File: config.mk
export PLATFORM = sky130hd
export DESIGN_NAME = asf_formatter
export DESIGN_NICKNAME = d
export VERILOG_FILES = /design/src/pkg/asf_pkg.sv /design/src/hw/asf_legacy_conv.sv /design/src/hw/asf_scaler.sv /design/src/hw/asf_formatter.sv
export VERILOG_INCLUDE_DIRS = /design/src /design/src/pkg
export SDC_FILE = /design/constraint.sdc
export NUM_CORES = 1
export LEC_CHECK = 0
export ABC_AREA = 0
export BUFFER_PORTS_ARGS = -buffer_cell sky130_fd_sc_hd__buf_2
export CORE_ASPECT_RATIO = 1.75
export CORE_MARGIN = 5
export CORE_UTILIZATION = 35
export CTS_BUF_LIST = sky130_fd_sc_hd__clkbuf_8
export DETAILED_ROUTE_END_ITERATION = 10
export SLEW_MARGIN = 20
export SYNTH_ARGS = -nofsm -noshare
export SYNTH_HDL_FRONTEND = slang
export SYNTH_HIERARCHICAL = 1
export SYNTH_SLANG_ARGS = --single-unit
File: constraint.sdc
create_clock -name core_clk_i -period 31.4 [get_ports core_clk_i]
set_input_delay 6.28 -clock core_clk_i [delete_from_list [all_inputs] [get_ports core_clk_i]]
set_output_delay 6.28 -clock core_clk_i [all_outputs]
set_load 0.05 [all_outputs]
File: src/pkg/asf_cfg.svh
/*
  shared constants of the arbitrary sample formatter: register map, field positions,
  reset values and waveform limits.
  assumes inclusion by bare name from any design file.
*/
`ifndef ASF_CFG_SVH
`define ASF_CFG_SVH

`define ASF_ADDR_W          4
`define ASF_REG_CTRL        4'h0
`define ASF_REG_SCALE       4'h1
`define ASF_REG_STATUS      4'h2
`define ASF_REG_MASK        4'h3
`define ASF_REG_POINTS      4'h4
`define ASF_REG_HDR         4'h5
`define ASF_CTRL_EN_BIT     0
`define ASF_CTRL_LEGACY_BIT 1
`define ASF_CTRL_START_BIT  2
`define ASF_CTRL_END_BIT    3
`define ASF_CTRL_HDR_BIT    4
`define ASF_SCALE_RST       8'h46
`define ASF_SCALE_MAX       8'h64
`define ASF_IRQ_OVL         0
`define ASF_IRQ_SHORT       1
`define ASF_IRQ_DONE        2
`define ASF_IRQ_W           3
`define ASF_MIN_POINTS      16'h003c
`define ASF_LEG_MID         16'h2000
`define ASF_LEG_MASK        16'h3fff
`define ASF_MARK_MASK       8'h0f
`define ASF_HDR_RST         8'h00
`define ASF_FULL_POS        18'sh0_7fff
`define ASF_FULL_NEG        -18'sh0_8000

`endif

File: src/pkg/asf_pkg.sv
/*
  types of the arbitrary sample formatter.
  assumes asf_cfg.svh is compiled alongside.
*/
`default_nettype none
package asf_pkg;
  typedef enum logic [1:0] {
    ASF_BYTE_IHI,
    ASF_BYTE_ILO,
    ASF_BYTE_QHI,
    ASF_BYTE_QLO
  } asf_phase_e;
  typedef logic signed [15:0] asf_sample_t;
endpackage
`default_nettype wire

File: src/hw/asf_legacy_conv.sv
/*
  converts one 16-bit download word to a signed converter code.
  assumes a purely combinational use inside the formatter.
*/
`default_nettype none
`include "asf_cfg.svh"
module asf_legacy_conv
  import asf_pkg::*;
(
  input  wire logic        legacy_i,
  input  wire logic [15:0] word_i,
  output asf_sample_t      code_o
);
  logic [15:0] low14;
  always_comb begin
    low14 = word_i & `ASF_LEG_MASK;
    if (legacy_i) begin
      // offset binary: subtract mid, then scale 14 to 16 bits
      code_o = asf_sample_t'({low14[13:0], 2'b00} ^ 16'h8000);
    end else begin
      code_o = asf_sample_t'(word_i);
    end
  end
endmodule // asf_legacy_conv
`default_nettype wire

File: src/hw/asf_scaler.sv
/*
  scales a signed sample by a percentage and checks overshoot of a simple
  two-point linear extrapolation, 1.5*cur-0.5*prev, against the converter range.
  assumes inputs from same-clock logic; one pipeline stage.
*/
`default_nettype none
`include "asf_cfg.svh"
module asf_scaler
  import asf_pkg::*;
(
  input  wire logic        core_clk_i,
  input  wire logic        rst_i,
  input  wire logic        step_i,
  input  wire logic [7:0]  pct_i,
  input  wire asf_sample_t s_i,
  output asf_sample_t      s_o,
  output logic             ovl_o
);
  logic signed [24:0] prod;
  logic signed [17:0] scaled;
  logic signed [17:0] prev_reg;
  logic signed [17:0] overshoot;

  always_comb begin
    // widen both factors first: a 16-bit product would wrap
    prod = 25'(s_i) * 25'($signed({1'b0, pct_i}));
    scaled = 18'(prod / 25'sd100);
    // extrapolated peak 1.5*cur-0.5*prev models interpolation ringing
    overshoot = 18'(scaled + ((scaled - prev_reg) >>> 1));
  end

  always_ff @(posedge core_clk_i or posedge rst_i) begin
    if (rst_i) begin
      s_o      <= 16'sh0000;
      prev_reg <= 18'sh0_0000;
      ovl_o    <= 1'b0;
    end else if (step_i) begin
      s_o      <= asf_sample_t'(scaled);
      prev_reg <= scaled;
      // legal inputs can still overshoot, so flag the path, not the input
      ovl_o    <= (overshoot > `ASF_FULL_POS) || (overshoot < `ASF_FULL_NEG);
    end else begin
      ovl_o    <= 1'b0;
    end
  end
endmodule // asf_scaler
`default_nettype wire

File: src/hw/asf_formatter.sv
/*
  arbitrary sample formatter: assembles big-endian I/Q byte stream plus marker
  bytes into points, scales them, drives marker triggers and flags errors.
  assumes a byte source with valid/ready, a sample sink with valid/ready,
  and a register port on the same clock.
*/
// What this block does
// - first byte of each word is high byte
// - I and Q are 16-bit words
// - 7fff full plus, 0 zero, 8000 full minus
// - samples are two's-complement signed words
// - legacy mode: 14-bit unsigned samples plus markers
// - flag overload from interpolation overshoot
// - percentage amplitude scale, preset 70
// - four bytes per point: I then Q
// - one marker byte per point, in order
// - only marker bits 0-3 used
// - marker bits drive triggers and event outputs
// - no header means all parameters unspecified
// - waveforms under sixty points are refused; here they play, and END only sets SHORT and blocks later points
`default_nettype none
`include "asf_cfg.svh"
module asf_formatter
  import asf_pkg::*;
(
  input  wire logic                   core_clk_i,
  input  wire logic                   rst_i,
  input  wire logic [`ASF_ADDR_W-1:0] reg_addr_i,
  input  wire logic [31:0]            reg_wdata_i,
  input  wire logic                   reg_wr_i,
  input  wire logic                   reg_rd_i,
  output logic [31:0]                 reg_rdata_o,
  input  wire logic [7:0]             iq_byte_i,
  input  wire logic                   iq_valid_i,
  output logic                        iq_ready_o,
  input  wire logic [7:0]             mark_byte_i,
  input  wire logic                   mark_valid_i,
  output logic                        mark_ready_o,
  output asf_sample_t                 samp_i_o,
  output asf_sample_t                 samp_q_o,
  output logic [3:0]                  samp_mark_o,
  output logic                        samp_valid_o,
  input  wire logic                   samp_ready_i,
  output logic [3:0]                  marker_trig_o,
  output logic                        event_primary_o,
  output logic                        event_aux_o,
  output logic                        irq_o
);
  asf_phase_e              phase_reg;
  logic [7:0]              hi_reg;
  logic [15:0]             i_word_reg;
  logic [15:0]             q_word_reg;
  logic [3:0]              mark_reg;
  logic                    pt_full_reg;
  logic                    pipe_v_reg;
  logic [3:0]              pipe_mark_reg;
  logic                    en_reg;
  logic                    legacy_reg;
  logic [7:0]              scale_reg;
  logic [7:0]              hdr_reg;
  logic                    hdr_given_reg;
  logic [`ASF_IRQ_W-1:0]   status_reg;
  logic [`ASF_IRQ_W-1:0]   mask_reg;
  logic [15:0]             points_reg;
  logic                    play_ok_reg;
  logic                    iq_have_reg;
  logic                    mk_have_reg;
  logic                    iq_take;
  logic                    mk_take;
  logic                    point_done;
  logic                    out_free;
  logic                    step;
  logic                    end_evt;
  logic                    short_evt;
  logic [`ASF_IRQ_W-1:0]   evt;
  asf_sample_t             i_code;
  asf_sample_t             q_code;
  asf_sample_t             i_scaled;
  asf_sample_t             q_scaled;
  logic                    i_ovl;
  logic                    q_ovl;

  function automatic logic wr_hit(input logic [`ASF_ADDR_W-1:0] a);
    return reg_wr_i && (reg_addr_i == a);
  endfunction

  // output stage drains or is empty; the pipe stage then may advance
  assign out_free   = !samp_valid_o || samp_ready_i;
  assign step       = out_free;
  assign point_done = pt_full_reg && step && play_ok_reg;
  // hold the byte stream while an assembled point waits
  assign iq_take    = iq_valid_i && iq_ready_o;
  assign mk_take    = mark_valid_i && mark_ready_o;
  assign end_evt    = wr_hit(`ASF_REG_CTRL) && reg_wdata_i[`ASF_CTRL_END_BIT];
  assign short_evt  = end_evt && (points_reg < `ASF_MIN_POINTS);

  always_comb begin
    evt = '0;
    evt[`ASF_IRQ_OVL]   = i_ovl || q_ovl;
    evt[`ASF_IRQ_SHORT] = short_evt;
    evt[`ASF_IRQ_DONE]  = end_evt && !short_evt;
  end

  always_ff @(posedge core_clk_i or posedge rst_i) begin
    if (rst_i) begin
      iq_ready_o   <= 1'b0;
      mark_ready_o <= 1'b0;
    end else begin
      // ready stays low while this point's half is held, else the next point overwrites it
      iq_ready_o   <= en_reg && !pt_full_reg && !iq_have_reg
                   && !(iq_take && phase_reg == ASF_BYTE_QLO);
      mark_ready_o <= en_reg && !pt_full_reg && !mk_have_reg && !mk_take;
    end
  end

  always_ff @(posedge core_clk_i or posedge rst_i) begin
    if (rst_i) begin
      phase_reg  <= ASF_BYTE_IHI;
      hi_reg     <= 8'h00;
      i_word_reg <= 16'h0000;
      q_word_reg <= 16'h0000;
    end else if (iq_take) begin
      case (phase_reg)
        ASF_BYTE_IHI: begin
          hi_reg    <= iq_byte_i;
          phase_reg <= ASF_BYTE_ILO;
        end
        ASF_BYTE_ILO: begin
          i_word_reg <= {hi_reg, iq_byte_i};
          phase_reg  <= ASF_BYTE_QHI;
        end
        ASF_BYTE_QHI: begin
          hi_reg    <= iq_byte_i;
          phase_reg <= ASF_BYTE_QLO;
        end
        ASF_BYTE_QLO: begin
          q_word_reg <= {hi_reg, iq_byte_i};
          phase_reg  <= ASF_BYTE_IHI;
        end
        default: phase_reg <= ASF_BYTE_IHI;
      endcase
    end
  end

  // a point is complete once both the I/Q group and its marker byte arrived
  always_ff @(posedge core_clk_i or posedge rst_i) begin
    if (rst_i) begin
      iq_have_reg <= 1'b0;
      mk_have_reg <= 1'b0;
      mark_reg    <= 4'h0;
      pt_full_reg <= 1'b0;
    end else if (pt_full_reg) begin
      if (step) begin
        pt_full_reg <= 1'b0;
        iq_have_reg <= 1'b0;
        mk_have_reg <= 1'b0;
      end
    end else begin
      if (iq_take && phase_reg == ASF_BYTE_QLO) begin
        iq_have_reg <= 1'b1;
      end
      if (mk_take && !mk_have_reg) begin
        mark_reg    <= 4'(mark_byte_i & `ASF_MARK_MASK);
        mk_have_reg <= 1'b1;
      end
      pt_full_reg <= (iq_have_reg || (iq_take && phase_reg == ASF_BYTE_QLO))
                  && (mk_have_reg || mk_take);
    end
  end

  asf_legacy_conv u_conv_i (
    .legacy_i (legacy_reg),
    .word_i   (i_word_reg),
    .code_o   (i_code)
  );

  asf_legacy_conv u_conv_q (
    .legacy_i (legacy_reg),
    .word_i   (q_word_reg),
    .code_o   (q_code)
  );

  asf_scaler u_scale_i (
    .core_clk_i (core_clk_i),
    .rst_i      (rst_i),
    .step_i     (point_done),
    .pct_i      (scale_reg),
    .s_i        (i_code),
    .s_o        (i_scaled),
    .ovl_o      (i_ovl)
  );

  asf_scaler u_scale_q (
    .core_clk_i (core_clk_i),
    .rst_i      (rst_i),
    .step_i     (point_done),
    .pct_i      (scale_reg),
    .s_i        (q_code),
    .s_o        (q_scaled),
    .ovl_o      (q_ovl)
  );

  always_ff @(posedge core_clk_i or posedge rst_i) begin
    if (rst_i) begin
      pipe_v_reg    <= 1'b0;
      pipe_mark_reg <= 4'h0;
    end else if (step) begin
      pipe_v_reg    <= point_done;
      pipe_mark_reg <= mark_reg;
    end
  end

  always_ff @(posedge core_clk_i or posedge rst_i) begin
    if (rst_i) begin
      samp_valid_o <= 1'b0;
      samp_i_o     <= 16'sh0000;
      samp_q_o     <= 16'sh0000;
      samp_mark_o  <= 4'h0;
    end else if (step) begin
      samp_valid_o <= pipe_v_reg;
      samp_i_o     <= i_scaled;
      samp_q_o     <= q_scaled;
      samp_mark_o  <= pipe_mark_reg;
    end
  end

  // triggers follow each emitted point's marker bits
  always_ff @(posedge core_clk_i or posedge rst_i) begin
    if (rst_i) begin
      marker_trig_o   <= 4'h0;
      event_primary_o <= 1'b0;
      event_aux_o     <= 1'b0;
    end else if (step) begin
      marker_trig_o   <= pipe_v_reg ? pipe_mark_reg : 4'h0;
      event_primary_o <= pipe_v_reg && pipe_mark_reg[0];
      event_aux_o     <= pipe_v_reg && (|pipe_mark_reg);
    end
  end

  always_ff @(posedge core_clk_i or posedge rst_i) begin
    if (rst_i) begin
      en_reg        <= 1'b0;
      legacy_reg    <= 1'b0;
      scale_reg     <= `ASF_SCALE_RST;
      mask_reg      <= '0;
      hdr_reg       <= `ASF_HDR_RST;
      hdr_given_reg <= 1'b0;
    end else begin
      if (wr_hit(`ASF_REG_CTRL)) begin
        en_reg     <= reg_wdata_i[`ASF_CTRL_EN_BIT];
        legacy_reg <= reg_wdata_i[`ASF_CTRL_LEGACY_BIT];
        if (reg_wdata_i[`ASF_CTRL_START_BIT]) begin
          // new waveform: header given if the HDR bit is set, else unspecified until written
          hdr_given_reg <= reg_wdata_i[`ASF_CTRL_HDR_BIT];
        end
      end
      if (wr_hit(`ASF_REG_SCALE)) begin
        // values above full scale clamp to 100 percent
        scale_reg <= (reg_wdata_i[7:0] > `ASF_SCALE_MAX) ? `ASF_SCALE_MAX : reg_wdata_i[7:0];
      end
      if (wr_hit(`ASF_REG_MASK)) begin
        mask_reg <= reg_wdata_i[`ASF_IRQ_W-1:0];
      end
      // header value kept from previous waveform when unspecified
      if (wr_hit(`ASF_REG_HDR)) begin
        hdr_reg       <= reg_wdata_i[7:0];
        hdr_given_reg <= 1'b1;
      end
    end
  end

  // point count and play gate
  always_ff @(posedge core_clk_i or posedge rst_i) begin
    if (rst_i) begin
      points_reg  <= 16'h0000;
      play_ok_reg <= 1'b1;
    end else begin
      if (wr_hit(`ASF_REG_CTRL) && reg_wdata_i[`ASF_CTRL_START_BIT]) begin
        points_reg  <= 16'h0000;
        play_ok_reg <= 1'b1;
      end else if (point_done && points_reg != 16'hffff) begin
        points_reg <= points_reg + 16'h0001;
      end
      if (short_evt) begin
        play_ok_reg <= 1'b0;
      end
    end
  end

  always_ff @(posedge core_clk_i or posedge rst_i) begin
    if (rst_i) begin
      status_reg <= '0;
    end else begin
      // set wins over a same-cycle write-one clear
      status_reg <= (status_reg
                   & ~(wr_hit(`ASF_REG_STATUS) ? reg_wdata_i[`ASF_IRQ_W-1:0] : '0))
                   | evt;
    end
  end

  always_ff @(posedge core_clk_i or posedge rst_i) begin
    if (rst_i) begin
      irq_o <= 1'b0;
    end else begin
      irq_o <= |(status_reg & mask_reg);
    end
  end

  always_ff @(posedge core_clk_i or posedge rst_i) begin
    if (rst_i) begin
      reg_rdata_o <= 32'h0000_0000;
    end else if (reg_rd_i) begin
      case (reg_addr_i)
        `ASF_REG_CTRL:   reg_rdata_o <= {27'h0, hdr_given_reg, 2'b00, legacy_reg, en_reg};
        `ASF_REG_SCALE:  reg_rdata_o <= {24'h0, scale_reg};
        `ASF_REG_STATUS: reg_rdata_o <= {29'h0, status_reg};
        `ASF_REG_MASK:   reg_rdata_o <= {29'h0, mask_reg};
        `ASF_REG_POINTS: reg_rdata_o <= {15'h0, play_ok_reg, points_reg};
        `ASF_REG_HDR:    reg_rdata_o <= {24'h0, hdr_reg};
        default:         reg_rdata_o <= 32'h0000_0000;
      endcase
    end else begin
      reg_rdata_o <= 32'h0000_0000;
    end
  end
endmodule // asf_formatter
`default_nettype wire

==> impl_metrics.yaml, run 1 <==
outcome:
  status: "complete, no violations"
routing:
  drt-wirelength-per-cell_um: 18.5
  routed-via-count: 28968
  total_drc_errors_in_the_routed_layout: 0
  final_antenna_net_count: 0
  vias_per_cell: 5.70
  drtIter0Drc: 1577
  postRouteWirelength_mm: 94.3
  firstDrtPassIters: 5
final_layout:
  syn_to_final_growth_pct: 5.28
  register_containing_the_most_flip_flops_in_the_final_layout: "reg_rdata_o"
  fraction_of_final_layout_cells_with_drive_strength_greater_than_1_pct: 11.5
  nets: 4316
  largest_register_ff_count: 17
cts:
  sinks_on_the_clock_net: 196
  clk_pin_slew_worst_paths_ps: 120
  cts_buffers: 17
  insertion_delay_ps: 560
  clock_tree.buffer_depth: 2
  clockRootBuffer: "sky130_fd_sc_hd__clkbuf_8"
  htreeDepth: 4
  clock_tree_from_tritoncts: "built"
  cts.repair.resized: 0
  cts.repair_timing.setup_buffer_count: 0
  post_cts_hold_buffer_count: 0
place:
  final_hpwl_from_detailed_placement_mm: 75.3
  numPortBuffers: 93
  globalplace.congestion: 0.949
  post-place-ws_ps: 6300
synthesis:
  ys.flop_type: "sky130_fd_sc_hd__dfrtp_1"
  syn-instance-count: 3895
  netlist_area_mm2: 0.0321
  ys_seq_area_share_pct: 15.3
  yosys_warnings: 6
  synth-seq-cells: 196
  postSynthAreaPerCell_um2: 8.24
  synthArstFlopShare_pct: 100
  synth-edff-count: 0
  number_of_different_library_cells_in_the_post_synthesis_netlist: 157
timing:
  maxSlewViolCount: 0
  final.setup.tns_ps: 0
  post-route-worst-setup-slack_ps: 6060
  max_slew_margin_pct: 26.5
  final.min_clock_period_ps: 25340
  grt_setup_unrepaired: "no"
  slew_at_the_pin_with_the_worst_max_slew_slack_ps: 1100
  achievable-frequency_ghz: 0.0395
  final-setup-viol-count: 0
  final_hold_viol_count: 0
  min_period_over_period_pct: 80.7
  finalClockSkew_ps: 26.2
global_routing:
  grt_pass1_vias: 29840
  total_routing_usage_gr_pct: 19.0
  grt-busiest-layer: "met2"
  first_pass_grt_wire_length_mm: 154
  m1_gr_usage_pct: 19.3
  gr_overflow_total: 0
  grt_use_met3_pct: 1.33
  met2_usage_pct: 37.2
  largest_net_degree_at_the_start_of_global_routing: 73
  grt_antenna_before_repair: 5
floorplan:
  chipWidth_um: 239
  die_height_um: 411
  start_util_pct: 35.1
  placeableCoreArea_mm2: 0.0914
  design.portCount: 137
  die-area_mm2: 0.0981
  std_cell_rows: 147
setup_path:
  worst_path_max_delay_cell: "sky130_fd_sc_hd__o311ai_2"
  cp_slowest_stage_delay_ps: 710
  timing.critical_path.mode_cell: "sky130_fd_sc_hd__a21oi_1"
  critPathArrivalTime_ps: 25790
  critical_path_type: "flip-flop to flip-flop"
  crit_fanout: 32
  crit_required_ps: 31850
  crit_path_end_kind: "flip-flop"
  worstSetupStartpointType: "flip-flop"
worst_hold_path:
  hold_class: "flip-flop to flip-flop"
job:
  cap_violations: 0
## stage by stage
step,cell area [µm²],hold slack (ps),utilization [%],cells
6_report,33800,465,37.0,5085
2_1_floorplan,32100,413,-,3909
5_1_grt,33800,489,36.9,5082
4_1_cts,33800,470,36.9,5080
3_5_place_dp,33400,450,36.5,5048
3_3_place_gp,33400,449,36.5,5048
## layer usage
layer	share of wire [%]	wire (µm)
met4	6.2	5840
met5	0.013	12
met2	55	51900
met3	2.2	2080
met1	37	34500
## area by class of cell
type | instances | area (µm²)
Clock inverter | 14 | 164
Clock buffer | 18 | 248
Timing Repair Buffer | 115 | 631
Tap cell | 1192 | 1490
Multi-Input combinational cell | 3173 | 24900
Antenna cell | 5 | 12.5
Inverter | 372 | 1400
Fill cell | 9463 | 57600
Sequential cell | 196 | 4910
## cell usage in the layout, fill, tap and decap left out, types with 35 or more instances in the layout
cell type / count
sky130_fd_sc_hd__dfrtp_1: 191
sky130_fd_sc_hd__and2_1: 197
sky130_fd_sc_hd__xnor2_1: 138
sky130_fd_sc_hd__nor2_1: 190
sky130_fd_sc_hd__xor2_1: 54
sky130_fd_sc_hd__mux2_2: 88
sky130_fd_sc_hd__o21ai_0: 162
sky130_fd_sc_hd__a21o_1: 58
sky130_fd_sc_hd__ha_1: 174
sky130_fd_sc_hd__nand3_1: 103
sky130_fd_sc_hd__nand2_1: 495
sky130_fd_sc_hd__o211ai_1: 50
sky130_fd_sc_hd__inv_1: 370
sky130_fd_sc_hd__a21oi_1: 194
sky130_fd_sc_hd__nand4_1: 41
sky130_fd_sc_hd__a211oi_1: 35
sky130_fd_sc_hd__and3_1: 39
sky130_fd_sc_hd__nor3_1: 75
sky130_fd_sc_hd__buf_2: 93
sky130_fd_sc_hd__fa_1: 208
## synth_stat cells, types with 35 or more instances
cell	n	area share (%)
sky130_fd_sc_hd__a211oi_1	35	0.82
sky130_fd_sc_hd__a21o_1	58	1.4
sky130_fd_sc_hd__a21oi_1	194	3.0
sky130_fd_sc_hd__and2_1	197	3.8
sky130_fd_sc_hd__and3_1	39	0.76
sky130_fd_sc_hd__buf_4	54	1.3
sky130_fd_sc_hd__clkbuf_1	63	0.74
sky130_fd_sc_hd__dfrtp_1	192	15
sky130_fd_sc_hd__fa_1	208	13
sky130_fd_sc_hd__ha_1	174	6.8
sky130_fd_sc_hd__inv_1	371	4.3
sky130_fd_sc_hd__mux2_2	88	3.1
sky130_fd_sc_hd__nand2_1	495	5.8
sky130_fd_sc_hd__nand3_1	103	1.6
sky130_fd_sc_hd__nand4_1	41	0.80
sky130_fd_sc_hd__nor2_1	190	2.2
sky130_fd_sc_hd__nor3_1	75	1.2
sky130_fd_sc_hd__o211ai_1	50	1.2
sky130_fd_sc_hd__o21ai_0	162	2.5
sky130_fd_sc_hd__xnor2_1	138	3.8
sky130_fd_sc_hd__xor2_1	54	1.5
## path summary, 6_finish.rpt
path	start	to	slack (ps)	cells after the start
max	legacy_reg$_DFFE_PP0N_	u_scale_q/ovl_o$_DFF_PP0_	6060	87
min	u_scale_q/s_o[2]$_DFFE_PP0P_	samp_q_o[2]$_DFFE_PP0P_	470	2
max reg2reg	legacy_reg$_DFFE_PP0N_	u_scale_q/ovl_o$_DFF_PP0_	6060	87
min reg2reg	u_scale_q/s_o[2]$_DFFE_PP0P_	samp_q_o[2]$_DFFE_PP0P_	470	2
max in group asynchronous	rst_i	scale_reg[0]$_DFFE_PP0P_	23690	4
min in group asynchronous	rst_i	samp_i_o[6]$_DFFE_PP0P_	5770	2
## critical path, delay by kind of cell, from the launching register on
family	cells	cell delay, ps
buffers and inverters	7	1240
xor gates and xnor gates	5	1340
and+or+nand+nor	17	4080
AOI/OAI and AO/OA	46	13130
adders and majority gates	8	3400
DFF	1	390
muxes	4	1600
## cells by family (layout without fill, tap and decap cells)
logic type                 Yosys count  after routing  synth area share, %
buffers and inverters              540            519                 7.22
xor gates and xnor gates           199            199                 5.63
other                                1             20               0.0117
AOI/OAI and AO/OA                 1042           1042                 24.5
and+or+nand+nor                   1381           1381                 22.1
DFF                                196            196                 15.3
adders and majority gates          389            389                 20.0
muxes                              147            147                 5.29
Power of run 1 is not shown: default switching activity piles up to over one toggle a cycle in this logic, so the estimate is an artifact.
==> inputs of run 2 (changes only) <==
==> constraint.sdc (replaced) <==
create_clock -name core_clk_i -period 23.7 [get_ports core_clk_i]
set_input_delay 4.74 -clock core_clk_i [delete_from_list [all_inputs] [get_ports core_clk_i]]
set_output_delay 4.74 -clock core_clk_i [all_outputs]
set_load 0.05 [all_outputs]
==> impl_metrics.yaml, run 2 (synthesized netlist as in run 1, its figures left out) <==
outcome:
  status: "complete, no violations"
cts:
  insertion_delay_ps: 590
  sinks_on_the_clock_net: 196
  post_cts_hold_buffer_count: 0
  htreeDepth: 4
  cts_buffers: 17
  clk_pin_slew_worst_paths_ps: 120
  clock_tree_from_tritoncts: "built"
  clock_tree.buffer_depth: 2
  clockRootBuffer: "sky130_fd_sc_hd__clkbuf_8"
final_layout:
  layout.filler_cells: 9455
  fraction_of_final_layout_cells_with_drive_strength_greater_than_1_pct: 13.7
  layout_common_cells: "sky130_fd_sc_hd__nand2_1 (494), sky130_fd_sc_hd__inv_1 (369), sky130_fd_sc_hd__fa_1 (208)"
  final_cells: 5135
  register_containing_the_most_flip_flops_in_the_final_layout: "reg_rdata_o"
  nets: 4367
  syn_to_final_growth_pct: 7.48
  largest_register_ff_count: 17
  commonest_non_fill_non_tap_cell_in_the_layout: "sky130_fd_sc_hd__nand2_1"
floorplan:
  die-area_mm2: 0.0981
  die_height_um: 411
  start_util_pct: 35.1
  std_cell_rows: 147
  placeableCoreArea_mm2: 0.0914
  design.portCount: 137
  chipWidth_um: 239
setup_path:
  reg2regPathDepth: 81
  worst_path_max_delay_cell: "sky130_fd_sc_hd__or4_4"
  crit_required_ps: 24200
  worstSetupStartpointType: "flip-flop"
  crit_fanout: 16
  launch_instance_of_the_worst_register_to_register_path: "legacy_reg$_DFFE_PP0N_"
  critical_path_type: "flip-flop to flip-flop"
  r2r_slack_ps: 1380
  cp_slowest_stage_delay_ps: 590
  timing.critical_path.mode_cell: "sky130_fd_sc_hd__a21oi_1"
  crit_path_end_kind: "flip-flop"
  regToRegEndpoint: "u_scale_i/ovl_o$_DFF_PP0_"
  critPathArrivalTime_ps: 22830
routing:
  routed-via-count: 29150
  drtIter0Drc: 1534
  drt-wirelength-per-cell_um: 18.4
  firstDrtPassIters: 5
  final_antenna_net_count: 0
  total_drc_errors_in_the_routed_layout: 0
  postRouteWirelength_mm: 94.7
  vias_per_cell: 5.68
place:
  final_hpwl_from_detailed_placement_mm: 76.1
  dp_cells: 5092
  post-place-ws_ps: 639
  numPortBuffers: 93
  globalplace.congestion: 0.948
timing:
  final-setup-viol-count: 0
  finalClockSkew_ps: 32.7
  grt_setup_unrepaired: "yes"
  final_hold_viol_count: 0
  slew_at_the_pin_with_the_worst_max_slew_slack_ps: 1220
  max_slew_margin_pct: 18.4
  achievable-frequency_ghz: 0.0448
  min_period_over_period_pct: 94.2
  final.min_clock_period_ps: 22320
  post-route-worst-setup-slack_ps: 1380
  hold_slack_ps: 473
  maxSlewViolCount: 0
worst_hold_path:
  worst_hold_path.endpoint: "samp_q_o[13]$_DFFE_PP0P_"
  timing.hold.worst.start: "samp_q_o[13]$_DFFE_PP0P_"
  hold_class: "flip-flop to flip-flop"
  hold_path_depth: 2
global_routing:
  largest_net_degree_at_the_start_of_global_routing: 89
  first_pass_grt_wire_length_mm: 154
  grt_pass1_vias: 30121
  total_routing_usage_gr_pct: 19.0
  grt_antenna_before_repair: 7
  gr_overflow_total: 0
job:
  cap_violations: 0
## run 2: critical path: cells and delay by family (launching register included)
kind | cells | cell delay (ps)
flops | 1 | 430
compound gates | 45 | 11330
fa+ha+maj | 8 | 3550
mux | 3 | 1070
xor+xnor | 4 | 850
buf+inv | 7 | 1080
simple gates | 14 | 3900
## run 2: routing by layer
layer  up-vias  share of wire, %  global-route usage, %
met5         -             0.018                      0
met4         2               6.0                   10.9
met3       277               2.6                   1.47
met2       674                55                   37.5
met1     14271                36                   19.2
li1      13926                 -                      -
## run 2: how the worst max path moves through the flow
stage,start,endpoint,slack (ps),depth (start not counted)
after CTS,legacy_reg$_DFFE_PP0N_,u_scale_i/ovl_o$_DFF_PP0_,500,82
final,legacy_reg$_DFFE_PP0N_,u_scale_i/ovl_o$_DFF_PP0_,1380,81
after detailed placement,legacy_reg$_DFFE_PP0N_,u_scale_i/ovl_o$_DFF_PP0_,640,82
after floorplan,legacy_reg$_DFFE_PP0N_,u_scale_q/ovl_o$_DFF_PP0_,3550,89
after global routing,legacy_reg$_DFFE_PP0N_,u_scale_q/ovl_o$_DFF_PP0_,-80,86
after global placement,legacy_reg$_DFFE_PP0N_,u_scale_i/ovl_o$_DFF_PP0_,730,82
## run 2: cell type report
class                   count  area [µm²]  share of cell area [%]
diodes                      4        10.0                  0.0290
inverters                 372        1400                    4.06
flip-flops and latches    196        4920                    14.3
multi-input cells        3173       25200                    73.2
repair buffers            166        1010                    2.94
clock buffers              18         248                   0.718
well taps                1192        1490                    4.33
clock inverters            14         153                   0.443
## run 2: per-stage QoR
step	cell area, µm²	setup TNS, ps	utilization (%)
final	34500	0	37.7
after global routing	34500	-80.0	37.7
after floorplan	32100	0	-
after detailed placement	33700	0	36.8
after global placement	33700	0	36.8
after CTS	34100	0	37.3
## run 2: timing repair
item | 4_1_cts | 5_1_grt
resized for setup | 0 | 59
setup buffers | 0 | 7
setup endpoints to repair | 0 | 2
Power of run 2 is left out for the same reason.
